**config.mk**
```make
export PLATFORM = sky130hd
export DESIGN_NAME = hec_core
export DESIGN_NICKNAME = d
export VERILOG_FILES = /design/src/verilog/hec_pkg.sv /design/src/verilog/hec_buf2.sv /design/src/verilog/hec_core.sv
export SDC_FILE = /design/constraint.sdc
export NUM_CORES = 1
export LEC_CHECK = 0
export BUFFER_PORTS_ARGS = -buffer_cell sky130_fd_sc_hd__buf_2
export CAP_MARGIN = 20
export CORE_MARGIN = 2
export CORE_UTILIZATION = 50
export CTS_BUF_LIST = sky130_fd_sc_hd__clkbuf_4 sky130_fd_sc_hd__clkbuf_8
export DETAILED_ROUTE_END_ITERATION = 6
export PLACE_DENSITY = 0.79
export SLEW_MARGIN = 0
export SYNTH_ARGS = -nofsm -noshare
export SYNTH_HDL_FRONTEND = slang
export SYNTH_SLANG_ARGS = --single-unit
```
**constraint.sdc**
```tcl
create_clock -name clk_sys -period 5.25 [get_ports clk_sys]
set_input_delay 0.7875 -clock clk_sys [delete_from_list [all_inputs] [get_ports clk_sys]]
set_output_delay 0.7875 -clock clk_sys [all_outputs]
set_load 0.02 [all_outputs]
```
**src/verilog/hec_pkg.sv**
```systemverilog
// Purpose: Shared constants and types of the hopping encoder control core.
// Assumes: A 20 MHz system clock.
// Notes: Word addresses index the twelve-word parameter store.
`default_nettype none

package hec_pkg;

  // ----------------------------------------------------------------
  // Clock and timing
  // ----------------------------------------------------------------
  localparam int CLK_HZ = 20_000_000;
  localparam int CLK_PER_US = CLK_HZ / 1_000_000;
  localparam int DEBOUNCE_MS = 10;
  localparam int DEBOUNCE_CYC = DEBOUNCE_MS * (CLK_HZ / 1000);
  localparam int SHUTOFF_S = 25;
  localparam int SHUTOFF_CYC = SHUTOFF_S * CLK_HZ;
  localparam int ELEM_SLOW_US = 400;
  localparam int ELEM_MID_US = 200;
  localparam int ELEM_FAST_US = 100;
  localparam int ELEM_SLOW_CYC = ELEM_SLOW_US * CLK_PER_US;
  localparam int ELEM_MID_CYC = ELEM_MID_US * CLK_PER_US;
  localparam int ELEM_FAST_CYC = ELEM_FAST_US * CLK_PER_US;
  // Full period of the low-supply indicator blink (10 Hz), dark for its second half.
  localparam int BLINK_MS = 100;
  localparam int BLINK_CYC = BLINK_MS * (CLK_HZ / 1000);
  // Pulse elements that one code word slot lasts, guard time included.
  localparam int CW_ELEMENTS = 150;

  // ----------------------------------------------------------------
  // Parameter store map
  // ----------------------------------------------------------------
  localparam int NV_WORDS = 12;
  localparam logic [3:0] WA_KEY_LO = 4'h0;
  localparam logic [3:0] WA_KEY_1 = 4'h1;
  localparam logic [3:0] WA_KEY_2 = 4'h2;
  localparam logic [3:0] WA_KEY_HI = 4'h3;
  localparam logic [3:0] WA_HOP = 4'h4;
  localparam logic [3:0] WA_RSVD_A = 4'h5;
  localparam logic [3:0] WA_SER_LO = 4'h6;
  localparam logic [3:0] WA_SER_HI = 4'h7;
  localparam logic [3:0] WA_SEED_LO = 4'h8;
  localparam logic [3:0] WA_SEED_HI = 4'h9;
  localparam logic [3:0] WA_RSVD_B = 4'hA;
  localparam logic [3:0] WA_OPT = 4'hB;
  localparam logic [15:0] NV_RESET = 16'h0000;
  localparam logic [15:0] HOP_MAX = 16'hFFFF;

  // Option word and serial word field positions.
  localparam int OPT_DISC_W = 10;
  localparam int OPT_WRAP1 = 10;
  localparam int OPT_WRAP2 = 11;
  localparam int OPT_TRIP = 12;
  localparam int OPT_RATE_LO = 13;
  localparam int OPT_RATE_HI = 14;
  localparam int SER_AUTO_OFF = 15;
  localparam int SER_TX_W = 28;

  // ----------------------------------------------------------------
  // Stream, buttons and modes
  // ----------------------------------------------------------------
  localparam int WORD_W = 34;
  localparam logic [1:0] BUF_DEPTH = 2'h2;
  localparam logic [3:0] SEED_BUTTONS = 4'hF;
  localparam logic [1:0] RATE_ALL = 2'h0;
  localparam logic [1:0] RATE_HALF_MID = 2'h1;
  localparam logic [1:0] RATE_HALF_FAST = 2'h2;

  typedef enum logic [2:0] {
    ST_IDLE = 3'h0,
    ST_DEB = 3'h1,
    ST_TX = 3'h3,
    ST_TIMEOUT = 3'h2,
    ST_PROG = 3'h6
  } hec_state_type;

endpackage : hec_pkg

`default_nettype wire
```
**src/verilog/hec_buf2.sv**
```systemverilog
// Purpose: Two-entry buffer between the code word builder and the RF stage.
// Assumes: Source and sink share clk_sys.
// Notes: Head word and both flags come straight from flip-flops.
`default_nettype none

module hec_buf2 import hec_pkg::*; (
  // Clock and reset.
  input wire logic clk_sys,
  input wire logic resetn,
  // Drop everything held.
  input wire logic flush,
  // Filling side.
  input wire logic in_valid,
  input wire logic [WORD_W-1:0] in_data,
  output logic in_ready,
  // Draining side.
  output logic out_valid,
  output logic [WORD_W-1:0] out_data,
  input wire logic out_ready
);

  logic [WORD_W-1:0] e0_r, e0_nxt; // Head entry.
  logic [WORD_W-1:0] e1_r, e1_nxt; // Second entry.
  logic [1:0] cnt_r, cnt_nxt; // Words held.
  logic in_ready_r, in_ready_nxt;
  logic out_valid_r, out_valid_nxt;

  // Next state: pop moves the second entry to the head, push fills the first free slot.
  always_comb begin
    logic pop;
    logic push;
    logic [1:0] left;
    pop = out_valid_r & out_ready;
    push = in_valid & in_ready_r;
    left = cnt_r - {1'b0, pop};
    e0_nxt = pop ? e1_r : e0_r;
    e1_nxt = e1_r;
    if (push && left == 2'h0) begin
      e0_nxt = in_data;
    end else if (push) begin
      e1_nxt = in_data;
    end
    cnt_nxt = left + {1'b0, push};
    // A flush wins over a push and drops every word held; the head can still be taken in the flush cycle.
    if (flush) begin
      cnt_nxt = 2'h0;
    end
    out_valid_nxt = (cnt_nxt != 2'h0);
    in_ready_nxt = (cnt_nxt != BUF_DEPTH);
  end

  // Registers only.
  always_ff @(posedge clk_sys or negedge resetn) begin
    if (!resetn) begin
      e0_r <= '0;
      e1_r <= '0;
      cnt_r <= 2'h0;
      in_ready_r <= 1'b0;
      out_valid_r <= 1'b0;
    end else begin
      e0_r <= e0_nxt;
      e1_r <= e1_nxt;
      cnt_r <= cnt_nxt;
      in_ready_r <= in_ready_nxt;
      out_valid_r <= out_valid_nxt;
    end
  end

  assign in_ready = in_ready_r;
  assign out_valid = out_valid_r;
  assign out_data = e0_r;

endmodule : hec_buf2

`default_nettype wire

```
**src/verilog/hec_core.sv**
```systemverilog
// Purpose: Control core of a button-activated code hopping encoder.
// Assumes: The cipher and the bit level modulator sit downstream.
// Notes: The hop plaintext and the key leave the core for the cipher.
//
// Overview of operation
// - Button press wakes, debounces ten milliseconds first.
// - Hop data carries counter, discrimination, buttons.
// - Sixteen-bit counter increments every transmission.
// - New button aborts word and restarts.
// - Releases ignored; all released finishes, powers down.
// - Store holds twelve sixteen-bit words.
// - Key in words zero to three.
// - Serial in words six, seven; 28 sent.
// - Serial bit 31 enables stuck-button timer.
// - Held 25 seconds enters timeout, stops.
// - All buttons pressed sends the seed.
// - Option bits 0-9 are discrimination value.
// - Option bits 10, 11 are wrap flags.
// - Option bits 13, 14 rate; 15 reserved.
// - Option bit 12 selects battery trip level.
// - Programming uses button 2 clock, output data.
// - Counter wraps clear first, then second flag.
// - Rate chooses element length and word blanking.
// - Trip bit one 9/12 V, zero 6 V.
`default_nettype none

module hec_core import hec_pkg::*; #(
  parameter int DEBOUNCE_CYCLES = DEBOUNCE_CYC,
  parameter int SHUTOFF_CYCLES = SHUTOFF_CYC,
  parameter int ELEM_SLOW_CYCLES = ELEM_SLOW_CYC,
  parameter int BLINK_CYCLES = BLINK_CYC
) (
  // Clock and reset.
  input wire logic clk_sys,
  input wire logic resetn,
  // Button pins, active high.
  input wire logic button_input_0,
  input wire logic button_input_1,
  input wire logic button_input_2,
  input wire logic button_input_3,
  // Programming entry strap, active high.
  input wire logic prog_entry,
  // Modulated output pin, data line while programming.
  input wire logic pwm_in,
  output logic pwm_out,
  output logic pwm_oe,
  // Supply comparators for the two trip levels.
  input wire logic supply_low_6v,
  input wire logic supply_low_12v,
  // Indicator, active low.
  output logic indicator_cathode_pin_n,
  // Key for the downstream cipher.
  output logic [63:0] cipher_key,
  // Code word stream toward the RF stage.
  output logic [WORD_W-1:0] cw_data,
  output logic cw_valid,
  input wire logic cw_ready
);

  // ----------------------------------------------------------------
  // Pin synchronisers
  // ----------------------------------------------------------------
  logic [7:0] pin_s1_r; // First stage, read only by the second.
  logic [7:0] pin_s2_r; // Second stage, safe to use.
  logic [3:0] btn_s;
  logic data_s, low6_s, low12_s, prog_s;

  // Every pin crosses two flip-flops before any decision sees it.
  always_ff @(posedge clk_sys or negedge resetn) begin
    if (!resetn) begin
      pin_s1_r <= 8'h00;
      pin_s2_r <= 8'h00;
    end else begin
      pin_s1_r <= {prog_entry, supply_low_12v, supply_low_6v, pwm_in,
                   button_input_3, button_input_2, button_input_1, button_input_0};
      pin_s2_r <= pin_s1_r;
    end
  end

  assign btn_s = pin_s2_r[3:0];
  assign data_s = pin_s2_r[4];
  assign low6_s = pin_s2_r[5];
  assign low12_s = pin_s2_r[6];
  assign prog_s = pin_s2_r[7];

  // ----------------------------------------------------------------
  // State
  // ----------------------------------------------------------------
  hec_state_type state_r, state_nxt; // Main sequence.
  logic [15:0] mem_r [NV_WORDS]; // Parameter store.
  logic [15:0] mem_nxt [NV_WORDS];
  logic [31:0] deb_cnt_r, deb_cnt_nxt; // Debounce time.
  logic [31:0] hold_cnt_r, hold_cnt_nxt; // Stuck-button time.
  logic [31:0] cw_tmr_r, cw_tmr_nxt; // Time within one code word slot.
  logic [31:0] blink_r, blink_nxt; // Indicator blink time.
  logic [3:0] btn_lat_r, btn_lat_nxt; // Buttons sampled after debounce.
  logic [WORD_W-1:0] hop_r, hop_nxt; // Hopping half of the code word.
  logic [1:0] sent_r, sent_nxt; // Words pushed in this slot.
  logic [1:0] slot_r, slot_nxt; // Slot number for blanking.
  logic rpt_r, rpt_nxt; // Repeated code word.
  logic vlow_r, vlow_nxt; // Supply below trip level.
  logic pwm_r, pwm_nxt;
  logic pwm_oe_r, pwm_oe_nxt;
  logic led_n_r, led_n_nxt;
  logic [63:0] key_r, key_nxt;
  logic [15:0] shift_r, shift_nxt; // Programming shift register.
  logic [3:0] bit_cnt_r, bit_cnt_nxt;
  logic [3:0] prog_addr_r, prog_addr_nxt;
  logic clk2_prev_r, clk2_prev_nxt; // Last programming clock level.

  // Buffer handshake.
  logic push_valid, push_ready, flush;
  logic [WORD_W-1:0] push_data;

  // ----------------------------------------------------------------
  // Helpers
  // ----------------------------------------------------------------
  // Length of one code word slot in clock cycles for a rate code.
  function automatic logic [31:0] slot_cycles(input logic [1:0] rate);
    logic [31:0] elem;
    case (rate)
      RATE_ALL: elem = 32'(ELEM_SLOW_CYCLES);
      RATE_HALF_MID: elem = 32'(ELEM_MID_CYC);
      default: elem = 32'(ELEM_FAST_CYC);
    endcase
    return 32'(elem * CW_ELEMENTS);
  endfunction : slot_cycles

  // True when this slot is blanked: every second or every fourth word is sent.
  function automatic logic slot_blank(input logic [1:0] rate, input logic [1:0] slot);
    case (rate)
      RATE_ALL: return 1'b0;
      RATE_HALF_MID, RATE_HALF_FAST: return slot[0];
      default: return (slot != 2'h0);
    endcase
  endfunction : slot_blank

  logic [1:0] rate;
  logic blank, auto_off, new_btn;
  // Rate bits sit at 13 and 14; bit 15 is not read.
  assign rate = {mem_r[WA_OPT][OPT_RATE_HI], mem_r[WA_OPT][OPT_RATE_LO]};
  assign blank = slot_blank(rate, slot_r);
  assign auto_off = mem_r[WA_SER_HI][SER_AUTO_OFF];
  assign new_btn = |(btn_s & ~btn_lat_r);

  // ----------------------------------------------------------------
  // Next-state logic
  // ----------------------------------------------------------------
  // One process decides the sequence, the store updates and the pins.
  always_comb begin
    logic [15:0] hop_cnt;
    logic [15:0] opt;
    state_nxt = state_r;
    mem_nxt = mem_r;
    deb_cnt_nxt = deb_cnt_r;
    hold_cnt_nxt = hold_cnt_r;
    cw_tmr_nxt = cw_tmr_r;
    blink_nxt = blink_r;
    btn_lat_nxt = btn_lat_r;
    hop_nxt = hop_r;
    sent_nxt = sent_r;
    slot_nxt = slot_r;
    rpt_nxt = rpt_r;
    shift_nxt = shift_r;
    bit_cnt_nxt = bit_cnt_r;
    prog_addr_nxt = prog_addr_r;
    clk2_prev_nxt = btn_s[2];
    push_valid = 1'b0;
    push_data = hop_r;
    flush = 1'b0;
    hop_cnt = mem_r[WA_HOP] + 16'h0001;
    opt = mem_r[WA_OPT];
    // The trip level follows the option bit.
    vlow_nxt = opt[OPT_TRIP] ? low12_s : low6_s;
    // The key is presented most significant word first.
    key_nxt = {mem_r[WA_KEY_HI], mem_r[WA_KEY_2], mem_r[WA_KEY_1], mem_r[WA_KEY_LO]};
    case (state_r)
      // Standby: wait for a press or for programming entry.
      ST_IDLE: begin
        hold_cnt_nxt = 32'h0000_0000;
        deb_cnt_nxt = 32'h0000_0000;
        if (prog_s) begin
          state_nxt = ST_PROG;
          bit_cnt_nxt = 4'h0;
          prog_addr_nxt = WA_KEY_LO;
        end else if (btn_s != 4'h0) begin
          state_nxt = ST_DEB;
        end
      end
      // Debounce, then sample buttons and build the hopping half.
      ST_DEB: begin
        deb_cnt_nxt = deb_cnt_r + 32'h0000_0001;
        if (deb_cnt_r == 32'(DEBOUNCE_CYCLES - 1)) begin
          if (btn_s == 4'h0) begin
            // A bounce with nothing left pressed is not a press.
            state_nxt = ST_IDLE;
          end else begin
            state_nxt = ST_TX;
            btn_lat_nxt = btn_s;
            // Store the new count now, ahead of any word using it.
            mem_nxt[WA_HOP] = hop_cnt;
            if (mem_r[WA_HOP] == HOP_MAX) begin
              // First wrap clears the first flag, the next the second.
              if (opt[OPT_WRAP1]) begin
                opt[OPT_WRAP1] = 1'b0;
              end else begin
                opt[OPT_WRAP2] = 1'b0;
              end
              mem_nxt[WA_OPT] = opt;
            end
            if (btn_s == SEED_BUTTONS) begin
              hop_nxt = {2'b00, mem_r[WA_SEED_HI], mem_r[WA_SEED_LO]};
            end else begin
              // Plaintext for the cipher: buttons, flags, discriminator, count.
              hop_nxt = {2'b00, btn_s, opt[OPT_WRAP2:OPT_WRAP1],
                         opt[OPT_DISC_W-1:0], hop_cnt};
            end
            cw_tmr_nxt = 32'h0000_0000;
            sent_nxt = 2'h0;
            slot_nxt = 2'h0;
            rpt_nxt = 1'b0;
            blink_nxt = 32'h0000_0000;
          end
        end
      end
      // Send code word slots while buttons stay pressed.
      ST_TX: begin
        cw_tmr_nxt = cw_tmr_r + 32'h0000_0001;
        hold_cnt_nxt = hold_cnt_r + 32'h0000_0001;
        blink_nxt = (blink_r == 32'(BLINK_CYCLES - 1)) ? 32'h0000_0000
                                                         : blink_r + 32'h0000_0001;
        if (new_btn) begin
          // Abandon the word in flight and start over.
          flush = 1'b1;
          state_nxt = ST_DEB;
          deb_cnt_nxt = 32'h0000_0000;
        end else if (auto_off && hold_cnt_r == 32'(SHUTOFF_CYCLES - 1)) begin
          // A stuck button stops the transmitter.
          flush = 1'b1;
          state_nxt = ST_TIMEOUT;
        end else begin
          if (!blank && sent_r != 2'h2) begin
            push_valid = 1'b1;
            // Fixed half: status, buttons and low 28 serial bits.
            push_data = (sent_r == 2'h0) ? hop_r
                      : {vlow_r, rpt_r, btn_lat_r, mem_r[WA_SER_HI][SER_TX_W-17:0],
                         mem_r[WA_SER_LO]};
            if (push_ready) begin
              sent_nxt = sent_r + 2'h1;
            end
          end
          // A slot ends when its time is up and its words are away.
          if (cw_tmr_r >= slot_cycles(rate) - 32'h0000_0001 &&
              (blank || sent_r == 2'h2)) begin
            cw_tmr_nxt = 32'h0000_0000;
            sent_nxt = 2'h0;
            slot_nxt = slot_r + 2'h1;
            rpt_nxt = 1'b1;
            // Partial release changes nothing; full release ends here.
            if (btn_s == 4'h0) begin
              state_nxt = ST_IDLE;
            end
          end
        end
      end
      // Silent until every button is released.
      ST_TIMEOUT: begin
        if (btn_s == 4'h0) begin
          state_nxt = ST_IDLE;
        end
      end
      // Serial load: button 2 clocks, the output pin carries data.
      ST_PROG: begin
        if (btn_s[2] && !clk2_prev_r) begin
          shift_nxt = {data_s, shift_r[15:1]};
          bit_cnt_nxt = bit_cnt_r + 4'h1;
          if (bit_cnt_r == 4'hF) begin
            mem_nxt[prog_addr_r] = {data_s, shift_r[15:1]};
            if (prog_addr_r != WA_OPT) begin
              prog_addr_nxt = prog_addr_r + 4'h1;
            end
          end
        end
        if (!prog_s) begin
          state_nxt = ST_IDLE;
        end
      end
      default: begin
        state_nxt = ST_IDLE;
      end
    endcase
    // Pins for the next cycle.
    pwm_oe_nxt = (state_nxt != ST_PROG);
    pwm_nxt = (state_nxt == ST_TX) && !blank && !flush;
    led_n_nxt = !(state_nxt == ST_TX && !(vlow_r && blink_r >= 32'(BLINK_CYCLES / 2)));
  end

  // ----------------------------------------------------------------
  // Registers
  // ----------------------------------------------------------------
  // Store contents are cleared at reset; programming loads them.
  always_ff @(posedge clk_sys or negedge resetn) begin
    if (!resetn) begin
      state_r <= ST_IDLE;
      for (int i = 0; i < NV_WORDS; i++) begin
        mem_r[i] <= NV_RESET;
      end
      deb_cnt_r <= 32'h0000_0000;
      hold_cnt_r <= 32'h0000_0000;
      cw_tmr_r <= 32'h0000_0000;
      blink_r <= 32'h0000_0000;
      btn_lat_r <= 4'h0;
      hop_r <= '0;
      sent_r <= 2'h0;
      slot_r <= 2'h0;
      rpt_r <= 1'b0;
      vlow_r <= 1'b0;
      pwm_r <= 1'b0;
      pwm_oe_r <= 1'b1;
      led_n_r <= 1'b1;
      key_r <= 64'h0000_0000_0000_0000;
      shift_r <= 16'h0000;
      bit_cnt_r <= 4'h0;
      prog_addr_r <= 4'h0;
      clk2_prev_r <= 1'b0;
    end else begin
      state_r <= state_nxt;
      mem_r <= mem_nxt;
      deb_cnt_r <= deb_cnt_nxt;
      hold_cnt_r <= hold_cnt_nxt;
      cw_tmr_r <= cw_tmr_nxt;
      blink_r <= blink_nxt;
      btn_lat_r <= btn_lat_nxt;
      hop_r <= hop_nxt;
      sent_r <= sent_nxt;
      slot_r <= slot_nxt;
      rpt_r <= rpt_nxt;
      vlow_r <= vlow_nxt;
      pwm_r <= pwm_nxt;
      pwm_oe_r <= pwm_oe_nxt;
      led_n_r <= led_n_nxt;
      key_r <= key_nxt;
      shift_r <= shift_nxt;
      bit_cnt_r <= bit_cnt_nxt;
      prog_addr_r <= prog_addr_nxt;
      clk2_prev_r <= clk2_prev_nxt;
    end
  end

  assign pwm_out = pwm_r;
  assign pwm_oe = pwm_oe_r;
  assign indicator_cathode_pin_n = led_n_r;
  assign cipher_key = key_r;

  // ----------------------------------------------------------------
  // Output buffer
  // ----------------------------------------------------------------
  // The buffer absorbs a stalled sink; the slot waits for its words.
  hec_buf2 u_buf (
    .clk_sys(clk_sys),
    .resetn(resetn),
    .flush(flush),
    .in_valid(push_valid),
    .in_data(push_data),
    .in_ready(push_ready),
    .out_valid(cw_valid),
    .out_data(cw_data),
    .out_ready(cw_ready)
  );
endmodule : hec_core

`default_nettype wire

```
# After elaboration in Yosys (flattened, before gate mapping)

Cells that the tools add are included.

$add $sub $neg: 12
Multiply operators: 1
Magnitude comparators: 4
Equality and inequality tests: 31
Mux-type cells: 82
Bitwise operators: 8
Reductions and logical operators: 45

Operators by type and width:

| kind                                                  | count |
|---|---|
| two-way mux 32 bit                                    | 11 |
| two-way mux 128 bit                                   | 2 |
| two-way mux 34 bit                                    | 7 |
| bitwise mux 192 bit                                   | 1 |
| case mux 32 bit (2 select lines)                      | 3 |
| adder 32 x 1 -> 32 bit, second input constant         | 4 |
| case mux 32 bit (3 select lines)                      | 1 |
| demux 16 bit (select 4 bit)                           | 1 |
| case mux 16 bit (2 select lines)                      | 2 |
| two-way mux 16 bit                                    | 3 |
| two-way mux 12 bit                                    | 3 |
| equality test 32 x 18 -> 1 bit, second input constant | 1 |
| equality test 32 x 21 -> 1 bit, second input constant | 1 |
| equality test 32 x 29 -> 1 bit, second input constant | 1 |
| >= comparator 32 x 20 -> 1 bit, second input constant | 1 |
| >= comparator 32 bit                                  | 1 |
| multiplier 32 x 7 -> 31 bit, second input constant    | 1 |
| subtractor 32 x 1 -> 32 bit, second input constant    | 1 |
| two-way mux 2 bit                                     | 13 |
| != test 2 bit, second input constant                  | 13 |
| case mux 13 bit (2 select lines)                      | 1 |
| two-way mux 3 bit                                     | 8 |
| two-way mux 4 bit                                     | 5 |
| adder 16 x 1 -> 16 bit, second input constant         | 1 |
| other kinds (43)                                      | 97 |

Register bits after elaboration: 547
Output and inout bits: 102
Logic and storage cells: 222

# Logic depth before layout (Yosys ltp)

Depth in word-level cells: 16
Gate-level depth with buffers: 13

# Cells and area by module

A second synthesis with hierarchy kept.

Cell total of the unflattened synthesis: 1974
Area total of the unflattened synthesis: 22774.3 µm²

Modules (own cells, without submodules):

| module   | times used | cells each | area each (µm²) | seq. area each (µm²) |
|---|---|---|---|---|
| hec_core | 1          | 1775       | 19479.9         | 10913.0 |
| hec_buf2 | 1          | 199        | 3294.4          | 1801.7 |

# Worst setup path after synthesis

No wires, ideal clock.

Path type: input to register
Start point: input cw_ready
End point: register u_buf.e1_r[12]
Setup time: 137 ps
Arrival time: 2541 ps
Data required time: 5113 ps
Setup slack: 2572 ps
Stages: 9
Path buffers: 3
Cells stage by stage: nand2_1 inv_1 clkbuf_1 ha_1 xnor2_1 a211oi_2 buf_2 clkbuf_1 a21oi_1

Word-level cells in the longest chain between the ends: 6

RTL lines:

| what                                 | line           | source |
|---|---|---|
| start: declaration                   | hec_core.sv:57 | `input wire logic cw_ready` |
| AND 1 bit                            | hec_buf2.sv:33 | `pop = out_valid_r & out_ready;` |
| subtractor 2 x 1 -> 2 bit            | hec_buf2.sv:35 | `left = cnt_r - {1'b0, pop};` |
| zero test 2 bit                      | hec_buf2.sv:38 | `if (push && left == 2'h0) begin` |
| logical AND 1 bit                    | hec_buf2.sv:38 |  |
| NOT 1 bit (no source line)           | n/a            |  |
| AND reduction 2 bit (no source line) | n/a            |  |
| end signal: assignment               | hec_buf2.sv:62 | `e1_r <= e1_nxt;` |
| end: declaration                     | hec_buf2.sv:23 | `logic [WORD_W-1:0] e1_r, e1_nxt;` |

Every way passes these cells.
A chain may end at the register's enable or synchronous reset.

# Worst setup path in the final report

Start point: register hold_cnt_r[0]
End point: register u_buf.e1_r[11]

Word-level cells in the longest chain between the ends: 9
Elaborated cells between the ends (all ways): 12
Those cells by class: 1 x eq/ne; 6 x mux; 2 x bitwise; 3 x reduce/logical

RTL lines:

| what                                 | line            | source |
|---|---|---|
| start: declaration                   | hec_core.sv:93  | `logic [31:0] hold_cnt_r, hold_cnt_nxt;` |
| start signal: assignment             | hec_core.sv:330 | `hold_cnt_r <= hold_cnt_nxt;` |
| equality test 32 x 29 -> 1 bit (*)   | hec_core.sv:237 | `end else if (auto_off && hold_cnt_r == 32'(SHUTOFF_CYCLES - 1)) begin` |
| logical AND 1 bit (*)                | hec_core.sv:237 |  |
| two-way mux 1 bit                    | hec_core.sv:237 |  |
| two-way mux 1 bit                    | hec_core.sv:232 | `if (new_btn) begin` |
| two-way mux 1 bit                    | hec_core.sv:177 | `case (state_r)` |
| AND 1 bit                            | hec_buf2.sv:34  | `push = in_valid & in_ready_r;` |
| logical AND 1 bit                    | hec_buf2.sv:38  |  |
| NOT 1 bit (no source line)           | n/a             |  |
| AND reduction 2 bit (no source line) | n/a             |  |

Every way passes the cells marked *; elsewhere a longest branch is shown, timed or not.

==> flow_metrics.tcl <==
set metrics [dict create \
    seq_area_frac_synth 0.572 \
    grt_pass1_wl_um 87400 \
    wl_per_cell_um 18.9 \
    postCtsHoldBufs 0 \
    cts_tree "built" \
    grt_max_degree 133 \
    synth_warnings 0 \
    drive_gt1_frac 0.191 \
    layout_common_cells "dfrtp_1, nand2_1, nor2_1" \
    cts_sinks 508 \
    critPathKind "register to register" \
    drt_iter0_drc 1234 \
    final_common_cell "dfrtp_1" \
    hpwl_um 33900 \
    ir_drop_mv 0.292 \
    grt_usage 0.233 \
    drt_first_pass_iters 7 \
    drc 0 \
    finalMaxSlewViolations 0 \
    maxCapViolCount 0 \
    cp.required_ns 5.77 \
    cts_setup_buffers 0 \
    fmaxAchievable_mhz 282 \
    fin_util 0.572 \
    synthCells 2055 \
    fin_crit_sh 0.675 \
    postSynthAreaPerCell_um2 10.8 \
    grt_pass1_vias 16600 \
    relSlewSlack 0.235 \
    design.core.area_mm2 0.0440 \
    port_buffers 112 \
    status "finished clean" \
    ys_ff_latch 508 \
    die_w_um 215 \
    hold_class "input pin to register" \
    dieArea_mm2 0.0462 \
    nets 2222 \
    grt_remaining_overflow 0 \
    cts_resized 0 \
    gp_congestion 0.841 \
    rows 77 \
    p_leak_nw 12.2 \
    ys.flop_type "dfrtp_1" \
    filler_cell_count 3559 \
    area.growth.synth_to_final_pct 13.1 \
    antenna_cells 0 \
    setup.worst_path.start "hold_cnt_r[0]$_DFFE_PN0P_" \
    r2r_start "hold_cnt_r[0]$_DFFE_PN0P_" \
    async_flop_share 1.00 \
    path_max_fanout 32 \
    fin_crit_ns 3.54 \
    via_per_inst 5.76 \
    ant_nets 0 \
    initial_core_util 0.505 \
    cp-endpoint "u_buf.e1_r[11]$_DFFE_PN0P_" \
    r2r_cells 8 \
    tns_ns 0 \
    die_y_um 215 \
    critPathLaunchType "register" \
    vias 16300 \
    antenna_found_initial 0 \
    syn_area_mm2 0.0222 \
    regToRegEndpoint "u_buf.e1_r[11]$_DFFE_PN0P_" \
    worst_pin_slew_ns 1.14 \
    clkLatencyLatePin_ns 0.70 \
    p_per_area_mw_per_mm2 340 \
    htreeDepth 3 \
    arrival_ns 4.06 \
    worstSetupEndpointType "register" \
    ioPinCount 113 \
    hold_viol_final 0 \
    r2r_slack_ns 1.71 \
    cts.clk_slew.worst_paths_ns 0.06 \
    finClkSkew_ns 0.0591 \
    holdWs_ns 0.201 \
    setup_viol 0 \
    numCtsBuffers 83 \
    rsz0062_at_grt "false" \
    wirelength_um 53400 \
    clockBufferDepth 3 \
    synth_edf_count 0 \
    synth.net_count 2107 \
    ys_types 70 \
    root_buffer "clkbuf_8" \
]
==> worst max-delay path, stage by stage (launching register included) <==
cell	delay, ns
dfrtp_1	0.43
ha_1	0.25
nand3_1	0.13
or3_1	0.45
o31ai_4	0.57
nor2_1	0.13
nand2_2	0.79
mux2i_1	0.50
a21oi_1	0.13
==> state kept, by name (all words and copies together) (netlist names), 2 cells and up <==
| name | cells |
|---|---|
| u_buf.e1_r | 34 |
| deb_cnt_r | 32 |
| hop_r | 32 |
| mem_r | 91 |
| slot_r | 2 |
| state_r | 3 |
| u_buf.out_data | 34 |
| cw_tmr_r | 32 |
| sent_r | 2 |
| pin_s1_r | 8 |
| blink_r | 32 |
| bit_cnt_r | 4 |
| btn_lat_r | 4 |
| prog_addr_r | 4 |
| cipher_key | 64 |
| hold_cnt_r | 32 |
| key_nxt | 64 |
| u_buf.cnt_r | 2 |
| shift_r | 15 |
| pin_s2_r | 8 |
==> kinds of logic after synthesis <==
group | count (synthesis) | share of synthesized area
AND/OR/NAND/NOR | 732 | 0.158
flip-flops | 508 | 0.572
AO/OA/AOI/OAI | 358 | 0.0964
multiplexers | 183 | 0.0895
buffers and inverters | 150 | 0.0289
XOR/XNOR | 82 | 0.0323
adder cells (fa/ha/maj) | 41 | 0.0231
other | 1 | 0.000169
==> synth_stat cells (38+ instances only) <==
| cell type | instances | area [um^2] |
|---|---|---|
| nand3_1 | 79 | 395 |
| dfrtp_1 | 506 | 12700 |
| ha_1 | 41 | 513 |
| mux2i_1 | 56 | 561 |
| nand4_1 | 38 | 238 |
| mux2_2 | 127 | 1430 |
| and2_1 | 45 | 282 |
| nor2_1 | 158 | 593 |
| nand2_1 | 255 | 957 |
| o21ai_0 | 140 | 701 |
| inv_1 | 47 | 176 |
| xnor2_1 | 45 | 394 |
| a21oi_1 | 99 | 495 |
| clkbuf_1 | 66 | 248 |
==> worst min-delay path by stage <==
stage | cells after the start | endpoint | from | slack (ns)
after floorplan | 0 | pin_s2_r[0]$_DFF_PN0_ | pin_s1_r[0]$_DFF_PN0_ | 0.33
after global placement | 0 | pin_s2_r[4]$_DFF_PN0_ | pin_s1_r[4]$_DFF_PN0_ | 0.33
after detailed placement | 0 | pin_s2_r[6]$_DFF_PN0_ | pin_s1_r[6]$_DFF_PN0_ | 0.33
after CTS | 1 | pin_s1_r[4]$_DFF_PN0_ | pwm_in | 0.16
after global routing | 1 | pin_s1_r[4]$_DFF_PN0_ | pwm_in | 0.18
final | 1 | pin_s1_r[4]$_DFF_PN0_ | pwm_in | 0.20
==> per-layer routing <==
metal,track usage,routed length [um]
met1,0.319,23400
met4,0.0817,1440
met5,0,0
met2,0.367,24900
met3,0.0558,3680
==> metrics by stage <==
stage                     std cells  setup slack (ns)  total power (W)  area (um^2)
after floorplan                2055              2.57          0.00466        22200
after global placement         2672              1.31          0.00495        23300
after detailed placement       2672              1.23          0.00498        23300
after CTS                      2820              1.71          0.00863        25100
after global routing           2825              1.48          0.00890        25200
final                          2825              1.71          0.00856        25200
==> where the power goes <==
| group | total, W | internal, W | switching [W] |
|---|---|---|---|
| Clock | 0.00365 | 0.00203 | 0.00162 |
| Combinational | 0.000734 | 0.000258 | 0.000476 |
| Sequential | 0.00418 | 0.00407 | 0.000110 |
==> area by class of cell <==
class                      instances  area [um^2]  area share
sequential                       508        12700       0.505
multi-input combinational       1397         8910       0.354
clock buffer                     128         1610      0.0640
timing repair buffer             133          822      0.0327
tap                              592          741      0.0294
clock inverter                    20          188     0.00746
inverter                          47          176     0.00701
No activity file was read; power rests on OpenSTA's default activity.
